==> config.mk <==
export PLATFORM = sky130hd
export DESIGN_NAME = hsd_synth_flat
export DESIGN_NICKNAME = d
export VERILOG_FILES = /design/src/rtl/hsd_pkg.sv /design/src/rtl/hsd_if.sv /design/src/rtl/hsd_synth.sv /design/src/rtl/hsd_divider.sv /design/src/flat_wrapper.sv
export VERILOG_INCLUDE_DIRS = /design/src /design/src/rtl
export SDC_FILE = /design/constraint.sdc
export NUM_CORES = 1
export LEC_CHECK = 0
export BUFFER_PORTS_ARGS = -buffer_cell sky130_fd_sc_hd__clkbuf_2
export CORE_UTILIZATION = 67
export DETAILED_ROUTE_END_ITERATION = 8
export PLACE_DENSITY = 0.95
export SYNTH_ARGS = -nofsm -noshare
export SYNTH_HDL_FRONTEND = slang
export SYNTH_SLANG_ARGS = --single-unit
==> constraint.sdc <==
create_clock -name ref_clk -period 5.95 [get_ports ref_clk]
set_clock_uncertainty 0.05 [all_clocks]
set_input_delay 1.19 -clock ref_clk [delete_from_list [all_inputs] [get_ports ref_clk]]
set_output_delay 1.19 -clock ref_clk [all_outputs]
set_load 0.1 [all_outputs]
==> src/rtl/hsd_defs.svh <==
// Offsets, field positions, reset values and timing counts of the synthesizer control
`ifndef HSD_DEFS_SVH
`define HSD_DEFS_SVH
// ----------------------------------------
// Host register word indices (Avalon-MM)
// ----------------------------------------
`define HSD_ADDR_CTRL    3'h0
`define HSD_ADDR_LOOP_FB 3'h1
`define HSD_ADDR_OUT_R   3'h2
`define HSD_ADDR_OUT_N   3'h3
`define HSD_ADDR_STATUS  3'h4
// ----------------------------------------
// Field positions
// ----------------------------------------
`define HSD_CTRL_AC      0
`define HSD_CTRL_EXT     1
`define HSD_CTRL_BAND    2
`define HSD_STAT_BUSY    0
`define HSD_STAT_REJ     1
`define HSD_STAT_PWR     2
// ----------------------------------------
// Divider values, reset values and limits
// ----------------------------------------
`define HSD_LOOP_REF_DIV 14'h07d0
`define HSD_FB_RESET     14'h2710
`define HSD_R_RESET      14'h0032
`define HSD_N_RESET      14'h0064
`define HSD_FB_MIN       14'h177a
`define HSD_FB_MAX       14'h2ee0
`define HSD_R_MIN        14'h0005
`define HSD_R_MAX        14'h01f4
`define HSD_N_MAX        14'h03e8
// ----------------------------------------
// Timing
// ----------------------------------------
`define HSD_CLK_MHZ      20
`define HSD_STROBE_NS    100
`define HSD_STROBE_CYC   ((`HSD_STROBE_NS * `HSD_CLK_MHZ + 999) / 1000)
`endif

==> src/rtl/hsd_pkg.sv <==
// Types shared by both ends of the synthesizer control
package hsd_pkg;
   // ----------------------------------------
   // Control bus transfer states
   // ----------------------------------------
   typedef enum logic [3:0] {
      hsd_st_idle   = 4'h1,
      hsd_st_setup  = 4'h2,
      hsd_st_strobe = 4'h4,
      hsd_st_hold   = 4'h8
   } hsd_bus_state_t;
   // Field picked within the output divider
   typedef enum logic {
      hsd_field_r = 1'b0,
      hsd_field_n = 1'b1
   } hsd_field_t;
endpackage

==> src/rtl/hsd_if.sv <==
// Control bus and power/band lines between host and synthesizer
`timescale 1ns/1ns
interface hsd_if;
   logic [13:0]       bus_data;
   hsd_pkg::hsd_field_t bus_field;
   logic              loop_divider_select_n;
   logic              output_divider_select_n;
   logic              write_strobe_n;
   logic              synth_power_control;
   logic              synth_band_select;
   modport host (
      output bus_data,
      output bus_field,
      output loop_divider_select_n,
      output output_divider_select_n,
      output write_strobe_n,
      output synth_power_control,
      output synth_band_select
   );
   modport dev (
      input bus_data,
      input bus_field,
      input loop_divider_select_n,
      input output_divider_select_n,
      input write_strobe_n,
      input synth_power_control,
      input synth_band_select
   );
endinterface

==> src/rtl/hsd_synth.sv <==
// Synthesizer end: reference divider, loop dividers, phase detector, output divider
//
// Contract
// - System clock divided by four via two toggles
// - Reference divider clock gated when synthesizer off
// - Loop divider latched while select and strobe low
// - Loop reference divided by 2000 to 1 kHz; here 2.5 kHz from the 20 MHz clock
// - Feedback divided by ratio 6010 to 12000
// - Feedback leads: up pulses low, down high
// - Feedback lags: down pulses low, up high
// - Locked: both high, brief simultaneous low pulse
// - Output dividers latched while select and strobe low
// - Host keeps combined division 5 to 500000
// - Output reference counter clocks divide-by-N counter
// - Two flip-flops halve both counter outputs
// - Band select picks one halved signal only
// - Phase-lock output only while synthesizer enabled
// - Host computes settings including final halving
// - Oscillator supply on while power control low
// - Host shuts synthesizer off when not needed
//
// Chosen here: the Avalon-MM slave port and the placing of the registers.
`timescale 1ns/1ns
`include "hsd_defs.svh"
module hsd_synth (
   input  wire logic ref_clk,
   input  wire logic rst,
   input  wire logic ce,
   hsd_if.dev        bus,
   input  wire logic osc_in,
   output logic      synth_reference_clock,
   output logic      synth_clock_monitor,
   output logic      phase_up_pulse_n,
   output logic      phase_down_pulse_n,
   output logic      phase_lock_out,
   output logic      osc_supply_en
);
   // ----------------------------------------
   // Declarations
   // ----------------------------------------
   logic        osc_s1_q;
   logic        osc_s2_q;
   logic        osc_s3_q;
   logic        div0_q;
   logic        loop_fb_we;
   logic        out_r_we;
   logic        out_n_we;
   logic [13:0] loop_fb_q;
   logic [13:0] out_r_q;
   logic [13:0] out_n_q;
   logic        upper_q;
   logic        lower_q;
   logic        power_on;
   logic        osc_rise;
   logic        ref_tick;
   logic        ref_pulse;
   logic        fb_pulse;
   logic        r_pulse;
   logic        n_pulse;
   logic        n_src;
   logic        up_now;
   logic        dn_now;
   logic        both_now;
   logic        up_d;
   logic        dn_d;
   logic        square;

   // ----------------------------------------
   // Power and strobe decode
   // ----------------------------------------
   // Power control is active low and comes from host flops on this clock
   assign power_on   = ~bus.synth_power_control;
   assign loop_fb_we = ~bus.loop_divider_select_n & ~bus.write_strobe_n;
   assign out_r_we   = ~bus.output_divider_select_n & ~bus.write_strobe_n
                       & (bus.bus_field == hsd_pkg::hsd_field_r);
   assign out_n_we   = ~bus.output_divider_select_n & ~bus.write_strobe_n
                       & (bus.bus_field == hsd_pkg::hsd_field_n);

   // ----------------------------------------
   // Oscillator input synchroniser
   // ----------------------------------------
   // The oscillator is asynchronous, so only the second and third stages are looked at
   always_ff @(posedge ref_clk) begin
      if (rst) begin
         osc_s1_q <= 1'b0;
         osc_s2_q <= 1'b0;
         osc_s3_q <= 1'b0;
      end else if (ce) begin
         osc_s1_q <= osc_in;
         osc_s2_q <= osc_s1_q;
         osc_s3_q <= osc_s2_q;
      end
   end

   // Edges are gated off with the supply so a dead oscillator counts nothing
   assign osc_rise = power_on & osc_s2_q & ~osc_s3_q;

   // ----------------------------------------
   // Reference divider
   // ----------------------------------------
   // Two toggle stages; state freezes while gated so restarts are clean
   assign ref_tick = power_on & div0_q & ~synth_reference_clock;

   always_ff @(posedge ref_clk) begin
      if (rst) begin
         div0_q                <= 1'b0;
         synth_reference_clock <= 1'b0;
         synth_clock_monitor   <= 1'b0;
      end else if (ce) begin
         if (power_on) begin
            div0_q <= ~div0_q;
            if (div0_q) begin
               synth_reference_clock <= ~synth_reference_clock;
            end
         end
         synth_clock_monitor <= synth_reference_clock;
      end
   end

   // ----------------------------------------
   // Divider value latches
   // ----------------------------------------
   // Values follow the bus for as long as select and strobe stay low
   always_ff @(posedge ref_clk) begin
      if (rst) begin
         loop_fb_q <= `HSD_FB_RESET;
         out_r_q   <= `HSD_R_RESET;
         out_n_q   <= `HSD_N_RESET;
      end else if (ce) begin
         if (loop_fb_we) begin
            loop_fb_q <= bus.bus_data;
         end
         if (out_r_we) begin
            out_r_q <= bus.bus_data;
         end
         if (out_n_we) begin
            out_n_q <= bus.bus_data;
         end
      end
   end

   // ----------------------------------------
   // Loop synthesizer counters
   // ----------------------------------------
   // Reference counter: fixed ratio gives the comparison rate
   hsd_divider u_loop_ref (
      .ref_clk (ref_clk),
      .rst     (rst),
      .ce      (ce),
      .tick    (ref_tick),
      .ratio   (`HSD_LOOP_REF_DIV),
      .pulse   (ref_pulse)
   );

   // Feedback counter: host keeps the ratio in its legal span
   hsd_divider u_loop_fb (
      .ref_clk (ref_clk),
      .rst     (rst),
      .ce      (ce),
      .tick    (osc_rise),
      .ratio   (loop_fb_q),
      .pulse   (fb_pulse)
   );

   // ----------------------------------------
   // Phase detector
   // ----------------------------------------
   // Up and down are held as active-low flops; once both are low for a
   // cycle they clear together. A new edge in the clearing cycle wins.
   assign up_now   = ~phase_up_pulse_n;
   assign dn_now   = ~phase_down_pulse_n;
   assign both_now = up_now & dn_now;
   assign up_d     = fb_pulse | (up_now & ~both_now);
   assign dn_d     = ref_pulse | (dn_now & ~both_now);

   always_ff @(posedge ref_clk) begin
      if (rst) begin
         phase_up_pulse_n   <= 1'b1;
         phase_down_pulse_n <= 1'b1;
      end else if (ce) begin
         phase_up_pulse_n   <= ~up_d;
         phase_down_pulse_n <= ~dn_d;
      end
   end

   // ----------------------------------------
   // Output synthesizer
   // ----------------------------------------
   // Reference counter runs straight off the oscillator
   hsd_divider u_out_r (
      .ref_clk (ref_clk),
      .rst     (rst),
      .ce      (ce),
      .tick    (osc_rise),
      .ratio   (out_r_q),
      .pulse   (r_pulse)
   );

   // Divide-by-N counter is advanced by the reference counter output
   hsd_divider u_out_n (
      .ref_clk (ref_clk),
      .rst     (rst),
      .ce      (ce),
      .tick    (r_pulse),
      .ratio   (out_n_q),
      .pulse   (n_pulse)
   );

   // N of zero bypasses the second counter, as used on the lower band
   assign n_src = (out_n_q == 14'h0000) ? r_pulse : n_pulse;

   // ----------------------------------------
   // Output switching
   // ----------------------------------------
   // Halving stages give a true square wave whatever the counter duty
   always_ff @(posedge ref_clk) begin
      if (rst) begin
         upper_q <= 1'b0;
         lower_q <= 1'b0;
      end else if (ce) begin
         if (r_pulse) begin
            upper_q <= ~upper_q;
         end
         if (n_src) begin
            lower_q <= ~lower_q;
         end
      end
   end

   // Band select high picks the upper band
   assign square = bus.synth_band_select ? upper_q : lower_q;

   // Output is cut and the supply dropped as soon as power goes off
   always_ff @(posedge ref_clk) begin
      if (rst) begin
         phase_lock_out <= 1'b0;
         osc_supply_en  <= 1'b0;
      end else if (ce) begin
         phase_lock_out <= power_on & square;
         osc_supply_en  <= power_on;
      end
   end
endmodule // hsd_synth

==> src/rtl/hsd_divider.sv <==
// Programmable divide-by-n counter advanced by input ticks
`timescale 1ns/1ns
module hsd_divider (
   input  wire logic        ref_clk,
   input  wire logic        rst,
   input  wire logic        ce,
   input  wire logic        tick,
   input  wire logic [13:0] ratio,
   output logic             pulse
);
   logic [13:0] cnt_q;
   logic [13:0] cnt_inc;
   logic        wrap;

   // Ratio 0 or 1 passes every tick
   assign cnt_inc = cnt_q + 14'h0001;
   assign wrap    = (cnt_inc >= ratio);

   // One pulse per ratio ticks, a cycle after the last tick
   always_ff @(posedge ref_clk) begin
      if (rst) begin
         cnt_q <= 14'h0000;
         pulse <= 1'b0;
      end else if (ce) begin
         pulse <= tick & wrap;
         if (tick) begin
            cnt_q <= wrap ? 14'h0000 : cnt_inc;
         end
      end
   end
endmodule // hsd_divider

==> src/flat_wrapper.sv <==
// flat-port wrapper written by rule: the top's interface ports become plain ports
module hsd_synth_flat 
  (ref_clk, rst, ce, osc_in, synth_reference_clock, synth_clock_monitor, phase_up_pulse_n, phase_down_pulse_n, phase_lock_out, osc_supply_en, bus_bus_data, bus_bus_field, bus_loop_divider_select_n, bus_output_divider_select_n, bus_write_strobe_n, bus_synth_power_control, bus_synth_band_select);
  hsd_if bus_i ();
  input  wire logic ref_clk;
  input  wire logic rst;
  input  wire logic ce;
  input  wire logic osc_in;
  output logic synth_reference_clock;
  output logic synth_clock_monitor;
  output logic phase_up_pulse_n;
  output logic phase_down_pulse_n;
  output logic phase_lock_out;
  output logic osc_supply_en;
  input wire logic [$bits(bus_i.bus_data)-1:0] bus_bus_data;
  input wire logic [$bits(bus_i.bus_field)-1:0] bus_bus_field;
  input wire logic [$bits(bus_i.loop_divider_select_n)-1:0] bus_loop_divider_select_n;
  input wire logic [$bits(bus_i.output_divider_select_n)-1:0] bus_output_divider_select_n;
  input wire logic [$bits(bus_i.write_strobe_n)-1:0] bus_write_strobe_n;
  input wire logic [$bits(bus_i.synth_power_control)-1:0] bus_synth_power_control;
  input wire logic [$bits(bus_i.synth_band_select)-1:0] bus_synth_band_select;
  assign bus_i.bus_data = bus_bus_data;
  assign bus_i.bus_field = bus_bus_field;
  assign bus_i.loop_divider_select_n = bus_loop_divider_select_n;
  assign bus_i.output_divider_select_n = bus_output_divider_select_n;
  assign bus_i.write_strobe_n = bus_write_strobe_n;
  assign bus_i.synth_power_control = bus_synth_power_control;
  assign bus_i.synth_band_select = bus_synth_band_select;
  hsd_synth u_core (.ref_clk(ref_clk), .rst(rst), .ce(ce), .bus(bus_i), .osc_in(osc_in), .synth_reference_clock(synth_reference_clock), .synth_clock_monitor(synth_clock_monitor), .phase_up_pulse_n(phase_up_pulse_n), .phase_down_pulse_n(phase_down_pulse_n), .phase_lock_out(phase_lock_out), .osc_supply_en(osc_supply_en));
endmodule
After elaboration in Yosys (flattened, before gate mapping)
Index checks and enable logic that the tools add are counted.

Register bits after elaboration: 114. Output and inout bits: 6. Logic and storage cells: 80.

Add/subtract/negate cells: 4. Order comparisons: 4. Multiplexer cells: 6. Bitwise operators: 33. Reduce and logical (&&, ||, !) cells: 10.

Operators by type and width (number): $add A14 B1 Y14 const B (4); $mux W14 (4); $ge A14 B14 Y1 (3); $and A1 B1 Y1 (16); $reduce_and A2 Y1 (8); $not A1 Y1 (15); $ge A14 B11 Y1 const B (1); $logic_not A14 Y1 (1); $reduce_and A3 Y1 (1); $mux W1 (2); $or A1 B1 Y1 (2).

Longest topological paths before layout
Depth in word-level cells: 6. Gate-level depth with buffers: 15. Mapped depth without buffers: 13.

Cells and area by module
From an unflattened synthesis, not the netlist that was laid out.

Cells, all modules: 855. Area, all modules: 7146.9 sq um.

By module, submodules not included: hsd_divider (instances 4, cells each 152, area each 1278.7 sq um); hsd_synth (instances 1, cells each 247, area each 2031.9 sq um).

Worst setup path after synthesis
OpenSTA, ideal clock, no wires.

Path type: register to register. Start point: reg u_core.u_loop_fb.cnt_q[2]. End point: reg u_core.u_loop_fb.cnt_q[10]. Data arrival time: 2683 ps. Required time: 5814 ps. Slack: 3131 ps. Stages on the path, launching flop included: 15. Buffers on the path: 4. Cells stage by stage: dfxtp_1 buf_2 and4_1 buf_4 and3_1 buf_6 nand4_4 xnor2_1 ha_1 a21o_1 a21o_1 a211oi_1 o21ai_1 clkbuf_1 a211oi_1.

Cells in the longest elaborated chain, start to end: 3.

Ends and longest elaborated chain: start, declared (RTL line hsd_divider.sv:11) `logic [13:0] cnt_q;`; start signal, assigned (RTL line hsd_divider.sv:27) `cnt_q <= wrap ? 14'h0000 : cnt_inc;`; $add A14 B1 Y14 (*) (RTL line hsd_divider.sv:16) `assign cnt_inc = cnt_q + 14'h0001;`; $ge A14 B14 Y1 (RTL line hsd_divider.sv:17) `assign wrap = (cnt_inc >= ratio);`; $mux W14 (*) (RTL line hsd_divider.sv:27).

Mark *: on every way between the ends. The rest lies on a longest branch, timed or not. A chain may end at the register's enable or synchronous reset.

Worst setup path in the final report
Start point: reg u_core.u_loop_fb.cnt_q[2]. End point: reg u_core.u_loop_fb.cnt_q[1].

Cells in the longest elaborated chain, start to end: 3.

Ends and longest elaborated chain (RTL line): $add A14 B1 Y14 (hsd_divider.sv:16); $ge A14 B14 Y1 (hsd_divider.sv:17); $mux W14 (hsd_divider.sv:27).

No other way between the ends.

==> out/qor.tcl <==
set qor(run_status) {finished, final reports clean}
set qor(worstPathArrival_ps) 3910
set qor(met1_capacity_usage_during_global_routing) 0.408
set qor(fin_setup_tns_ps) 0
set qor(timing.final.crit_share) 0.608
set qor(post-cts-setup-buffer-count) 0
set qor(power.leakage_nw) 2.86
set qor(gr-max-usage-layer) {met2}
set qor(clock_buffer_count_from_cts) 17
set qor(synthesis.yosys.warnings) 0
set qor(r2r.worst_path.cells) 11
set qor(die-height_um) 101
set qor(synth.avg_cell_area_um2) 8.10
set qor(drt-wirelength-per-cell_um) 17.3
set qor(initial_core_util) 0.698
set qor(crit_chain) {and4_1 -> and3_1 -> nand4_4 -> nor2_1 -> xor2_1 -> ha_1 -> nand4_1 -> nor2_1 -> o21ai_0 -> o21ai_1 -> a221oi_1}
set qor(antennaDiodeCount) 0
set qor(worst_ep_required_time_ps) 6240
set qor(ctsHoldBuffers) 0
set qor(core_area_um2) 9330
set qor(fin_nets) 882
set qor(first_iter_violations) 357
set qor(wire_length_of_the_first_global_routing_pass_um) 27200
set qor(report.final.hold_viol_count) 0
set qor(p_sw_frac) 0.246
set qor(hold_start) {u_core.out_r_q[8]}
set qor(synth_async_sr_flop_share) 0
set qor(post_route_cells_drive_above_1_share) 0.103
set qor(ant_nets) 0
set qor(worstPathMaxFanout) 15
set qor(detailed_routing_iterations_pass_1) 5
set qor(maxCapViolCount) 0
set qor(hp-class) {reg2reg}
set qor(floorplan.die.width_um) 101
set qor(path_class) {reg2reg}
set qor(synth_enable_flop_cells) 0
set qor(rrSetupSlack_ps) 2330
set qor(first_global_vias) 5824
set qor(p_per_area_nw_per_um2) 257
set qor(hold_path_depth) 2
set qor(grtUsageMet3) 0.0673
set qor(clk_path_buf_depth) 2
set qor(place.detailed.instances) 920
set qor(yosysUniqueCellTypes) 58
set qor(grt_setup_unrepaired) {false}
set qor(critPathMaxStageDelay_ps) 940
set qor(timing.critical_path.max_delay_family) {compound AO/OA/AOI/OAI gates}
set qor(vias) 5913
set qor(crit_path_start_kind) {register}
set qor(post-route-util) 0.774
set qor(fillers) 599
set qor(tot_gr_track_use) 0.342
set qor(syn-instance-count) 804
set qor(die_area_um2) 10100
set qor(antenna_found_initial) 0
set qor(postSynthNetCount) 876
set qor(rel_slew_slack) 0.145
set qor(worst_setup_hold_path_clk_slew_ps) 60
set qor(fp-row-count) 35
set qor(cts_repair_resize_count) 0
set qor(clock_sinks) 114
set qor(setup_viol_count_final) 0
set qor(cts_root_buf) {clkbuf_8}
set qor(areaGrowthSynthToFinish_pct) 10.8
set qor(worstMarginPinSlew_ps) 1270
set qor(power_frac_seq) 0.423
set qor(critical_path.most_common_cell) {nor2_1}
set qor(synth_flop_cell) {dfxtp_1}
set qor(drc_errors_left) 0
set qor(power_switching_uw) 455
set qor(total_power_mw) 1.85
set qor(routability_congestion) 0.865
set qor(final_period_minus_worst_setup_slack_ps) 3620
set qor(global_route.overflow_total) 0
set qor(ioPinCount) 30
set qor(ir_drop_v) 0.000197
set qor(crit_path_end_kind) {register}
set qor(mappedNetlistArea_um2) 6510
set qor(reg_to_reg_critical_path_endpoint) {u_core.u_loop_fb.cnt_q[1]}
set qor(cell_internal_power_dissipation_mw) 1.40
set qor(finish.cell_count_without_fillers) 952
set qor(setup.worst_path.start) {u_core.u_loop_fb.cnt_q[2]}
set qor(route.detailed.vias_per_inst) 6.21
set qor(worst_r2r_startpoint) {u_core.u_loop_fb.cnt_q[2]}
set qor(max_freq_mhz) 276
set qor(sequential_area_share_after_synthesis) 0.350
set qor(flip_flop_and_latch_count_after_synthesis) 114
set qor(gr-usage-met2) 0.589
set qor(cpMaxStageDelayCell) {o21ai_1}
set qor(share_clk_of_total_power) 0.531
set qor(numPortBuffers) 29
set qor(cts-htree-levels) 4
set qor(report.final.slew_viol_count) 0
set qor(wl_um) 16400
set qor(post-dp-hpwl_um) 10600
set qor(maximum_number_of_pins_on_one_net_before_global_route_repair) 88
set qor(power_frac_comb) 0.046
set qor(tritoncts) {built}
set qor(timing.hold.worst_endpoint) {u_core.out_r_q[8]}
set qor(insertion_delay_ps) 520
set qor(worst-path-buf-inv) 0
final cells by class:
class,instances,area (um2),area share
Timing Repair Buffer,31,160,0.0222
Inverter,47,176,0.0244
Clock inverter,15,160,0.0222
Clock buffer,17,414,0.0574
Tap cell,129,161,0.0224
Sequential cell,114,2280,0.316
Multi-Input combinational cell,599,3860,0.535
layout by cell type (no fill, tap or decap), drive strengths merged, types with 11 or more instances in the layout:
cell    instances
nor2           63
o211ai         18
xnor2          41
a211oi         31
nand3          36
dfxtp         114
xor2           36
a21oi          48
nor4           13
o21ai          20
and3           11
clkbuf         46
ha             48
nand4          18
inv            48
nand2         133
logic make-up after synthesis:
family                   count (synthesis)  share of synthesized area
AO/OA/AOI/OAI                          147                      0.150
flip-flops                             114                      0.350
multiplexers                             6                    0.00961
buffers and inverters                   91                     0.0563
XOR/XNOR                                77                      0.104
adder cells (fa/ha/maj)                 48                     0.0922
AND/OR/NAND/NOR                        321                      0.238
synth_stat cells (4+ instances only):
library cell,count,area [um2]
o21a_1,4,30.0
a21o_1,9,67.6
xor2_1,36,315
a211oi_1,30,225
dfxtp_1,114,2280
nand2b_1,9,56.3
nand2_1,132,495
nor2b_1,6,37.5
and3_1,10,62.6
a21oi_1,48,240
nand4_1,16,100
o21ai_0,18,90.1
buf_2,11,55.1
o211ai_1,18,135
buf_1,6,22.5
nand3_1,34,170
clkbuf_1,25,93.8
or2_2,5,31.3
ha_1,48,601
nor4_1,12,75.1
mux2i_1,4,40.0
inv_1,46,173
nor3_1,8,40.0
nor2_1,63,236
xnor2_1,41,359
metrics by stage:
step	hold WS, ps	area, um2	setup slack, ps
after floorplan	386	6510	3130
after global placement	395	6640	2680
after detailed placement	399	6640	2520
after CTS	409	7220	2390
after global routing	430	7220	2060
final	407	7220	2330
per-layer routing:
layer	part of all wire	wire [um]
met5	0	0
met4	0.031	508
met3	0.081	1330
met2	0.49	8040
met1	0.40	6570
state kept, by name (all words and copies together), names as in the netlist, 14 cells and up:
signal	count
u_core.loop_fb_q	14
u_core.out_r_q	14
u_core.u_loop_fb.cnt_q	14
u_core.u_out_n.cnt_q	14
u_core.out_n_q	14
u_core.u_loop_ref.cnt_q	14
u_core.u_out_r.cnt_q	14
tightest hold or removal path, delay by kind of cell (launching register included):
kind	cells	cell delay (ps)
and+or+nand+nor	1	50
DFF	1	310
AOI/OAI and AO/OA	1	50
worst max path at each step:
stage / to / slack [ps] / depth (start not counted)
floorplan: u_core.u_loop_fb.cnt_q[10] / 3130 / 14
CTS: u_core.u_loop_fb.cnt_q[4] / 2390 / 11
detailed placement: u_core.u_loop_fb.cnt_q[8] / 2520 / 11
global placement: u_core.u_loop_fb.cnt_q[8] / 2680 / 11
finish: u_core.u_loop_fb.cnt_q[1] / 2330 / 11
global route: u_core.u_loop_fb.cnt_q[4] / 2060 / 11
power by group through the flow:
stage / clock [mW] / combinational [mW] / sequential, mW
floorplan: 0 / 0.0496 / 0.804
global placement: 0 / 0.0770 / 0.799
detailed placement: 0 / 0.0805 / 0.800
CTS: 0.986 / 0.0833 / 0.784
global route: 1.03 / 0.0928 / 0.786
finish: 0.984 / 0.0857 / 0.785
No activity file was read; power rests on OpenSTA's default activity.
